==> config.mk <==
export PLATFORM = sky130hd
export DESIGN_NAME = eear_regs
export DESIGN_NICKNAME = d
export VERILOG_FILES = /design/src/eear_pkg.sv /design/src/eear_regs.sv /design/src/eear_seq.sv
export SDC_FILE = /design/constraint.sdc
export NUM_CORES = 1
export LEC_CHECK = 0
export BUFFER_PORTS_ARGS = -buffer_cell sky130_fd_sc_hd__buf_4
export CAP_MARGIN = 20
export CORE_MARGIN = 1.5
export CORE_UTILIZATION = 45
export CTS_CLUSTER_DIAMETER = 40
export DETAILED_ROUTE_END_ITERATION = 6
export PLACE_DENSITY = 0.81
export SLEW_MARGIN = 20
export SYNTH_ARGS = -nofsm -noshare
export SYNTH_HDL_FRONTEND = slang
export SYNTH_HIERARCHICAL = 1
export SYNTH_SLANG_ARGS = --single-unit
==> constraint.sdc <==
create_clock -name CLK_SYS -period 3.53 [get_ports CLK_SYS]
set_input_delay 0.5295 -clock CLK_SYS [delete_from_list [all_inputs] [get_ports CLK_SYS]]
set_output_delay 0.5295 -clock CLK_SYS [all_outputs]
set_load 0.01 [all_outputs]
==> src/eear_pkg.sv <==
/*
  Package for the EEPROM and expander access register bank: offsets,
  field positions, reset values, states and carrier structs.
  Assumes a single core clock domain and a 32-bit APB register bus.
*/
package eear_pkg;

  localparam logic [11:0] EEAR_OFF_EEPROM   = 12'h42c;
  localparam logic [11:0] EEAR_OFF_EXPANDER = 12'h430;
  localparam logic [11:0] EEAR_OFF_IRQ_STAT = 12'h440;
  localparam logic [11:0] EEAR_OFF_IRQ_MASK = 12'h444;

  // eeprom_access_control fields
  localparam int EE_ADDR_LSB = 0;
  localparam int EE_DATA_LSB = 16;
  localparam int EE_BUSY_BIT = 24;
  localparam int EE_DONE_BIT = 25;
  localparam int EE_OP_BIT   = 26;

  // expander_access_control fields
  localparam int XP_PINS_LSB = 0;
  localparam int XP_REFR_BIT = 24;
  localparam int XP_TM_BIT   = 25;
  localparam int XP_SEL_LSB  = 26;
  localparam int XP_DONE_BIT = 31;

  // Interrupt status bits
  localparam int IRQ_EE_BIT = 0;
  localparam int IRQ_XP_BIT = 1;

  localparam logic [31:0] EEAR_RESET_VAL  = 32'h0000_0000;
  localparam logic [3:0]  XP_SEL_MAX      = 4'h4;
  localparam int          XP_COUNT        = 5;
  localparam logic        EE_OP_WRITE     = 1'b0;
  localparam logic        EE_OP_READ      = 1'b1;

  typedef enum logic [1:0] {
    EEAR_IDLE = 2'b00,
    EEAR_REQ  = 2'b01,
    EEAR_WAIT = 2'b11
  } eear_state_t;

  // Request to the serial-bus engine
  typedef struct packed {
    logic        eeprom;
    logic        read;
    logic [15:0] addr;
    logic [7:0]  wdata;
    logic [2:0]  xp_sel;
    logic [15:0] xp_out;
  } eear_req_t;

  // Answer from the serial-bus engine
  typedef struct packed {
    logic        done;
    logic [7:0]  rdata;
    logic [15:0] xp_in;
  } eear_rsp_t;

endpackage : eear_pkg

==> src/eear_regs.sv <==
/*
  EEPROM and I/O expander access register bank behind an APB slave.
  Hands single operations to an external serial-bus engine and keeps
  a pin image per expander. Assumes one clock and synchronous reset.
*/
module eear_regs
  import eear_pkg::*;
#(
  parameter int XP_PINS = 16
) (
  input  wire logic               CLK_SYS,
  input  wire logic               SRST,
  input  wire logic               CE,
  input  wire logic               PSEL,
  input  wire logic               PENABLE,
  input  wire logic               PWRITE,
  input  wire logic [11:0]        PADDR,
  input  wire logic [31:0]        PWDATA,
  input  wire logic [3:0]         PSTRB,
  output logic      [31:0]        PRDATA,
  output logic                    PREADY,
  output logic                    PSLVERR,
  output logic                    IRQ,
  // Serial-bus engine side
  output eear_req_t               ENG_REQ,
  output logic                    ENG_START,
  input  wire logic               ENG_READY,
  input  wire eear_rsp_t          ENG_RSP,
  // Core logic side of the expanders
  input  wire logic [XP_PINS-1:0] CORE_XP_OUT [XP_COUNT],
  input  wire logic [XP_PINS-1:0] XP_DIR_IN   [XP_COUNT],
  output logic      [XP_PINS-1:0] XP_PINS_IN  [XP_COUNT]
);

  function automatic logic byte_en(input logic [3:0] strb, input int bit_idx);
    byte_en = strb[bit_idx / 8];
  endfunction : byte_en

  logic [15:0]        ee_addr;
  logic [7:0]         ee_data;
  logic               ee_op;
  logic               ee_done;
  logic               xp_tm;
  logic [3:0]         xp_sel;
  logic               xp_done;
  logic [XP_PINS-1:0] xp_sw   [XP_COUNT];
  logic [XP_PINS-1:0] xp_img  [XP_COUNT];
  logic [1:0]         irq_mask;
  logic               op_is_ee;
  logic [2:0]         op_sel;
  logic               op_read;
  logic [31:0]        rdata;

  // Bus decode
  wire wr_en     = PSEL && PENABLE && PWRITE;
  // Read word captured in setup so it stands at the access edge
  wire rd_setup  = PSEL && !PENABLE && !PWRITE;
  wire hit_ee    = (PADDR == EEAR_OFF_EEPROM);
  wire hit_xp    = (PADDR == EEAR_OFF_EXPANDER);
  wire hit_st    = (PADDR == EEAR_OFF_IRQ_STAT);
  wire hit_mk    = (PADDR == EEAR_OFF_IRQ_MASK);
  wire hit_any   = hit_ee || hit_xp || hit_st || hit_mk;
  wire wr_ee     = wr_en && hit_ee;
  wire wr_xp     = wr_en && hit_xp;
  wire wr_st     = wr_en && hit_st;
  wire wr_mk     = wr_en && hit_mk;
  wire sel_ok    = (xp_sel <= XP_SEL_MAX);
  wire [2:0] sel = sel_ok ? xp_sel[2:0] : 3'h0;

  wire ee_busy;
  wire seq_launch;
  wire seq_finish;
  wire ee_start  = wr_ee && byte_en(PSTRB, EE_DATA_LSB) && !ee_busy;
  wire refr_req  = wr_xp && byte_en(PSTRB, XP_REFR_BIT) && PWDATA[XP_REFR_BIT]
                   && sel_ok;
  wire xp_start  = refr_req && !ee_busy && !ee_start;
  wire ee_finish = seq_finish && op_is_ee;
  wire xp_finish = seq_finish && !op_is_ee;

  // A refresh while an EEPROM operation runs is dropped; one engine, no queue.
  eear_seq u_seq (
    .clk       (CLK_SYS),
    .srst      (SRST),
    .ce        (CE),
    .start     (ee_start || xp_start),
    .eng_ready (ENG_READY),
    .eng_done  (ENG_RSP.done),
    .launch    (seq_launch),
    .busy      (ee_busy),
    .finish    (seq_finish)
  );

  // Outputs toward the expander come from core unless test mode is on
  function automatic logic [XP_PINS-1:0] out_val(input logic tm, input logic [XP_PINS-1:0] sw,
                                                 input logic [XP_PINS-1:0] core,
                                                 input logic [XP_PINS-1:0] dir_in);
    out_val = (tm ? sw : core) & ~dir_in;
  endfunction : out_val

  assign ENG_START      = seq_launch;
  assign ENG_REQ.eeprom = op_is_ee;
  assign ENG_REQ.read   = op_read;
  assign ENG_REQ.addr   = ee_addr;
  assign ENG_REQ.wdata  = ee_data;
  assign ENG_REQ.xp_sel = op_sel;
  assign ENG_REQ.xp_out = out_val(xp_tm, xp_sw[op_sel], CORE_XP_OUT[op_sel], XP_DIR_IN[op_sel]);

  // Register read mux
  wire [31:0] ee_word = {5'h00, ee_op, ee_done, ee_busy, ee_data, ee_addr};
  wire [31:0] xp_word = {xp_done, 1'b0, xp_sel, xp_tm, 1'b0, 8'h00,
                         xp_img[sel]};
  wire [31:0] st_word = {30'h0, xp_done, ee_done};
  wire [31:0] mk_word = {30'h0, irq_mask};

  always_comb begin
    rdata = 32'h0000_0000;
    if (hit_ee) rdata = ee_word;
    if (hit_xp) rdata = xp_word;
    if (hit_st) rdata = st_word;
    if (hit_mk) rdata = mk_word;
  end

  assign PREADY  = 1'b1;
  assign PSLVERR = PSEL && PENABLE && !hit_any;
  assign IRQ     = |({xp_done, ee_done} & irq_mask);

  always_ff @(posedge CLK_SYS) begin
    if (SRST) begin
      PRDATA <= EEAR_RESET_VAL;
    end else if (CE && rd_setup) begin
      PRDATA <= rdata;
    end
  end

  // EEPROM access register
  always_ff @(posedge CLK_SYS) begin
    if (SRST) begin
      ee_addr <= EEAR_RESET_VAL[15:0];
      ee_data <= EEAR_RESET_VAL[23:16];
      ee_op   <= EEAR_RESET_VAL[EE_OP_BIT];
    end else if (CE) begin
      if (wr_ee && !ee_busy) begin
        if (byte_en(PSTRB, EE_ADDR_LSB)) ee_addr[7:0]  <= PWDATA[7:0];
        if (byte_en(PSTRB, 8))           ee_addr[15:8] <= PWDATA[15:8];
        if (byte_en(PSTRB, EE_OP_BIT))   ee_op         <= PWDATA[EE_OP_BIT];
        // Read operation ignores the launching data byte
        if (byte_en(PSTRB, EE_DATA_LSB) &&
            !(byte_en(PSTRB, EE_OP_BIT) ? PWDATA[EE_OP_BIT] : ee_op))
          ee_data <= PWDATA[23:16];
      end
      if (ee_finish && op_read) ee_data <= ENG_RSP.rdata;
    end
  end

  // Operation latched at start so later register writes cannot disturb it
  always_ff @(posedge CLK_SYS) begin
    if (SRST) begin
      op_is_ee <= 1'b0;
      op_read  <= 1'b0;
      op_sel   <= 3'h0;
    end else if (CE && (ee_start || xp_start)) begin
      op_is_ee <= ee_start;
      op_read  <= ee_start && (byte_en(PSTRB, EE_OP_BIT) ? PWDATA[EE_OP_BIT] : ee_op);
      op_sel   <= sel;
    end
  end

  // Sticky completion flags; a set in the clearing cycle wins
  always_ff @(posedge CLK_SYS) begin
    if (SRST) begin
      ee_done  <= 1'b0;
      xp_done  <= 1'b0;
      irq_mask <= 2'b00;
    end else if (CE) begin
      ee_done <= ee_finish ||
                 (ee_done && !((wr_ee && byte_en(PSTRB, EE_DONE_BIT) && PWDATA[EE_DONE_BIT]) ||
                               (wr_st && byte_en(PSTRB, 0) && PWDATA[IRQ_EE_BIT])));
      xp_done <= xp_finish ||
                 (xp_done && !((wr_xp && byte_en(PSTRB, XP_DONE_BIT) && PWDATA[XP_DONE_BIT]) ||
                               (wr_st && byte_en(PSTRB, 0) && PWDATA[IRQ_XP_BIT])));
      if (wr_mk && byte_en(PSTRB, 0)) irq_mask <= PWDATA[1:0];
    end
  end

  // Expander control: test mode, selector
  always_ff @(posedge CLK_SYS) begin
    if (SRST) begin
      xp_tm  <= 1'b0;
      xp_sel <= 4'h0;
    end else if (CE && wr_xp) begin
      if (byte_en(PSTRB, XP_TM_BIT))  xp_tm  <= PWDATA[XP_TM_BIT];
      if (byte_en(PSTRB, XP_SEL_LSB)) xp_sel <= PWDATA[XP_SEL_LSB +: 4];
    end
  end

  // Per-expander software values and pin images
  genvar g;
  generate
    for (g = 0; g < XP_COUNT; g++) begin : g_xp
      wire sw_wr  = CE && wr_xp && xp_tm && sel_ok && (sel == 3'(g));
      wire upd    = CE && xp_finish && (op_sel == 3'(g));
      wire [XP_PINS-1:0] be = {{8{byte_en(PSTRB, 8)}}, {8{byte_en(PSTRB, 0)}}};
      always_ff @(posedge CLK_SYS) begin
        if (SRST) begin
          xp_sw[g]  <= '0;
          xp_img[g] <= '0;
        end else begin
          if (sw_wr) begin
            xp_sw[g] <= (xp_sw[g] & ~(be & ~XP_DIR_IN[g])) |
                        (PWDATA[XP_PINS-1:0] & be & ~XP_DIR_IN[g]);
          end
          if (upd) begin
            xp_img[g] <= (ENG_RSP.xp_in & XP_DIR_IN[g]) |
                         (out_val(xp_tm, xp_sw[g], CORE_XP_OUT[g], XP_DIR_IN[g]));
          end
        end
      end
      assign XP_PINS_IN[g] = xp_img[g] & XP_DIR_IN[g];
    end
  endgenerate

endmodule : eear_regs

==> src/eear_seq.sv <==
/*
  Operation sequencer: one request at a time to the serial-bus engine,
  busy while outstanding, single-cycle finish pulse.
  Assumes the engine answers each accepted start with one done pulse.
*/
module eear_seq
  import eear_pkg::*;
(
  input  wire logic clk,
  input  wire logic srst,
  input  wire logic ce,
  input  wire logic start,
  input  wire logic eng_ready,
  input  wire logic eng_done,
  output logic      launch,
  output logic      busy,
  output logic      finish
);

  eear_state_t state;
  eear_state_t next_state;

  always_comb begin
    next_state = state;
    case (state)
      EEAR_IDLE: if (start) next_state = EEAR_REQ;
      EEAR_REQ:  if (eng_ready) next_state = EEAR_WAIT;
      EEAR_WAIT: if (eng_done) next_state = EEAR_IDLE;
      default:   next_state = EEAR_IDLE;
    endcase
  end

  assign launch = (state == EEAR_REQ) && eng_ready;
  assign busy   = (state != EEAR_IDLE);
  assign finish = (state == EEAR_WAIT) && eng_done;

  always_ff @(posedge clk) begin
    if (srst) begin
      state <= EEAR_IDLE;
    end else if (ce) begin
      state <= next_state;
    end
  end

endmodule : eear_seq

After elaboration in Yosys (flattened, before gate mapping):

Memory sizes are Yosys's and may differ from the RTL's. A register that Yosys moved wholly into a read port is not among the register bits.
Index checks and enable logic that the tools add are counted.

* mux-type cells: 69
* eq/ne operators: 17
* order comparisons: 2
* bitwise logic cells: 65
* reduce and logical (&&, ||, !) cells: 80

Operator list (count)
* $and 16x16->16: 32
* $mux 16: 20
* $not 16->16: 11
* $or 16x16->16: 10
* $bmux 16 s3: 2
* $mux 32: 3
* $logic_and 1x1->1: 49
* $eq 12x11->1 const B: 4
* $mux 1: 33
* $mux 27: 1
* $mux 8: 3
* $eq 3x2->1 const B: 4
* $or 1x1->1: 10
* $logic_not 1->1: 9
* $mux 3: 3
* $reduce_and 3->1: 3
* $logic_or 1x1->1: 8
* $eq 3x1->1 const B: 2
* $eq 3x3->1 const B: 2
* $logic_not 3->1: 2
* $mux 2: 3
* $pmux 2 s3: 1
* $reduce_and 2->1: 3
* $reduce_bool 2->1: 3
* 11 further kinds: 12

* bits in registers: 73
* logic and storage cells: 249
* RAM bits: 160
* output and inout bits: 161
* memories: 2

Memories
* xp_img: words 5, bits a word 16, rd ports 6, clocked after memory_dff 0, write ports 5, line eear_regs.sv:47 `logic [XP_PINS-1:0] xp_img [XP_COUNT];`
* xp_sw: words 5, bits a word 16, rd ports 6, clocked after memory_dff 1, write ports 5, line eear_regs.sv:46 `logic [XP_PINS-1:0] xp_sw [XP_COUNT];`

Longest topological paths before layout:

* depth in word-level cells: 12
* gate-level depth with buffers: 8
* mapped depth without buffers: 6

Modules after synthesis:

The synthesis kept the hierarchy.

Modules (own cells, without submodules)
* eear_regs: area an instance 14802.9 um2, cells each 1498, seq. area each 6266.0 um2, instances 1
* eear_seq: area an instance 120.1 um2, cells each 13, seq. area each 40.0 um2, instances 1

Worst setup path after synthesis:

OpenSTA, ideal clock, no wires.

* kind: flip-flop to output port
* start point: register op_sel[0]
* end point: output ENG_REQ[12] in the netlist's numbering
* data arrival time: 1984 ps
* path slack: 1017 ps
* path buffers: 1
* cell stages (with the launch flop): 5
* path through: dfxtp_1 -> buf_1 -> mux4_2 -> a22o_1 -> a211oi_1

RTL lines
* start, declared: line eear_regs.sv:50 `logic [2:0] op_sel;`
* start signal, assigned: line eear_regs.sv:164 `op_sel <= sel;`
* end, declared: line eear_regs.sv:25 `output eear_req_t ENG_REQ,`

==> flow_metrics.env <==
export IMPL_status="finished, final reports clean"
export IMPL_p_per_area_mw_per_mm2=402
export IMPL_clock_latency_ns=0.53
export IMPL_hp_start="PWDATA[26]"
export IMPL_htree_levels=2
export IMPL_yosysWarnings=6
export IMPL_fillCellCount=2704
export IMPL_gp_congestion=0.953
export IMPL_yosysTopAreaCell="edfxtp_1"
export IMPL_syn_nets=1751
export IMPL_post_synth_top_count_cell="nor2_1"
export IMPL_synth_ff_type="edfxtp_1"
export IMPL_arrival_ns=2.91
export IMPL_grt_pass1_vias=14200
export IMPL_clock_skew_ns=0.0284
export IMPL_design_area_mm2=0.0196
export IMPL_slew_viol_final=0
export IMPL_leakage_uw=0.00785
export IMPL_worst_slew_pin_slew_ns=1.05
export IMPL_cts_tree="done"
export IMPL_async_flop_share=0
export IMPL_maxCapViolCount=0
export IMPL_yosys_top_cells_count="nor2_1, mux2i_1, edfxtp_1, a21oi_1, nand2b_1"
export IMPL_worstReg2RegStart="xp_sel[2]$_SDFFE_PP0P_"
export IMPL_fin_crit_ns=3.44
export IMPL_path_class="reg2out"
export IMPL_reg2reg_to="xp_sw[4][10]$_SDFFCE_PN0P_"
export IMPL_grtUsageTotal=0.348
export IMPL_avgViaCountPerCell=6.23
export IMPL_drt_total_wl_um=60600
export IMPL_dpl_cell_area_mm2=0.0183
export IMPL_synth_cells=1511
export IMPL_cts_root_buffer="clkbuf_16"
export IMPL_slew_headroom=0.301
export IMPL_fp_dieArea_mm2=0.0343
export IMPL_routedWlPerCell_um=25.7
export IMPL_holdPathEnd="xp_sel[0]$_SDFFE_PP0P_"
export IMPL_postCtsResizedCells=0
export IMPL_drt_iter0_markers=1884
export IMPL_cts_sinks=235
export IMPL_grt_pass1_wl_um=87500
export IMPL_path_clk_slew_ns=0.06
export IMPL_synth_cell_type_count=70
export IMPL_io_buffers=397
export IMPL_rsz0062_at_grt="no"
export IMPL_firstDrtPassIters=6
export IMPL_post_cts_setup_buffers=0
export IMPL_tns_ns=0
export IMPL_fp_dieW_um=185
export IMPL_hp_class="in2reg"
export IMPL_ys_ff_latch=235
export IMPL_fmax_ghz=0.290
export IMPL_drive_above_1_share=0.318
export IMPL_grt_max_degree=48
export IMPL_min_period_over_period=0.976
export IMPL_synth_top_cell_area_share=0.322
export IMPL_holdPathStages=3
export IMPL_start_util=0.457
export IMPL_core_mm2=0.0326
export IMPL_antenna_found_initial=5
export IMPL_syn_avg_cell_area_um2=9.88
export IMPL_peakVddDrop_mv=0.306
export IMPL_drcViolationCount=0
export IMPL_postCtsHoldBufs=0
export IMPL_clockBufferDepth=3
export IMPL_cts_made_buffers=38
export IMPL_final_net_count=2124
export IMPL_reg2regPathDepth=6
export IMPL_synthToLayoutAreaGrowth_pct=31.6
export IMPL_hpwl_um=43200
export IMPL_drt_antenna_violating_nets=0
export IMPL_ioPinCount=401
export IMPL_overflow=0
export IMPL_die_h_um=185
export IMPL_syn_area_mm2=0.0149
export IMPL_startpoint_type="register"
export IMPL_ys_seq_area_frac=0.423
export IMPL_cp_data_required_time_ns=3.00
export IMPL_rows=66
export IMPL_hold_viol_final=0
export IMPL_synth_edf_count=160
export IMPL_cp_max_fo=29
export IMPL_setup_viol=0
export IMPL_synth_area_top_cells="edfxtp_1, mux2i_1, dfxtp_1, nor2_1, mux4_2"
export IMPL_end_kind="output pin"
export IMPL_vias=14700
export IMPL_r2r_slack_ns=0.49
[metal layers]
metal / wire length, um / part of all wire / up-vias / GRT usage
met5: 27 / 0.00045 / - / 0
li1: - / - / 6323 / -
met2: 26800 / 0.44 / 1242 / 0.529
met4: 3460 / 0.057 / 4 / 0.203
met3: 8400 / 0.14 / 239 / 0.0971
met1: 21900 / 0.36 / 6871 / 0.444
[stage by stage]
step | hold WS [ns] | std cells | total power (uW) | worst slack (ns) | utilization
2_1_floorplan | 0.472 | 1511 | 3470 | 1.02 | -
3_3_place_gp | 0.439 | 2286 | 3980 | 0.644 | 0.561
3_5_place_dp | 0.451 | 2286 | 4000 | 0.550 | 0.561
4_1_cts | 0.250 | 2356 | 7860 | 0.170 | 0.602
5_1_grt | 0.252 | 2358 | 8050 | 0.0608 | 0.602
6_report | 0.259 | 2358 | 7880 | 0.0863 | 0.602
[worst max-delay path by stage]
stage,start,endpoint,depth (start not counted)
6_report,op_sel[1]$_SDFFE_PP0P_,ENG_REQ[13],5
2_1_floorplan,op_sel[0]$_SDFFE_PP0P_,ENG_REQ[12],4
4_1_cts,op_sel[1]$_SDFFE_PP0P_,ENG_REQ[13],5
3_3_place_gp,PADDR[9],xp_sw[4][14]$_SDFFCE_PN0P_,6
5_1_grt,op_sel[1]$_SDFFE_PP0P_,ENG_REQ[13],5
3_5_place_dp,PADDR[9],xp_sw[4][4]$_SDFFCE_PN0P_,6
[state kept, by name, summed over array words and instances, names as in the netlist, named ones only]
signal       count
xp_img          80
xp_sw           80
PRDATA          31
ee_addr         16
ee_data          8
xp_sel           4
op_sel           3
irq_mask         2
u_seq/state      2
ee_done          1
ee_op            1
op_is_ee         1
op_read          1
xp_done          1
xp_tm            1
[cells by family (layout without fill, tap and decap cells)]
logic type             Yosys count  count (layout)  share of synthesized area
buffers and inverters          102             505                     0.0315
DFF                            235             235                      0.423
other                            2               4                   0.000503
AOI/OAI and AO/OA              285             285                      0.124
and+or+nand+nor                629             629                      0.206
muxes                          258             258                      0.215
[cells in the final DEF (no fill, tap or decap), types with 5 or more instances in the layout]
cell	Yosys	final
a2111oi_0	6	6
a211oi_1	18	18
a21oi_1	135	135
a221oi_1	18	18
a222oi_1	9	9
a22o_1	12	12
a22oi_1	9	9
a31o_2	6	6
and2_1	82	82
and3_1	6	6
buf_4	8	430
clkbuf_16	0	41
clkinvlp_4	0	5
dfxtp_1	75	71
edfxtp_1	160	160
inv_6	0	9
mux2_2	16	16
mux2i_1	193	193
mux4_2	49	49
nand2_1	69	69
nand2b_1	90	90
nand3_1	19	19
nor2_1	298	297
nor3_1	14	13
o21ai_0	16	16
o21ai_1	10	10
o22ai_1	20	20
or3_1	5	5
or3b_2	8	8
[report_power, final]
group,switching (uW),leakage (uW),internal (uW),total [uW]
Combinational,462,0.00498,432,894
Clock,1520,0.000644,2400,3920
Sequential,65.7,0.00223,3010,3070
Total,2050,0.00785,5830,7880
[cell type report]
class,instances,area [um^2],area share
inverters,4,15.0,0.000765
well taps,442,553,0.0282
clock buffers,42,1030,0.0525
repair buffers,431,3250,0.165
diodes,2,5.00,0.000255
clock inverters,28,307,0.0156
flip-flops and latches,235,6310,0.322
multi-input cells,1174,8160,0.416
[critical path: stages (launching register included)]
cell and delay, ns:
dfxtp_2 0.96, buf_4 0.32, mux4_2 0.30, a22o_1 0.18
a211oi_1 0.40, buf_4 0.21
(Power assumes the default switching activity.)
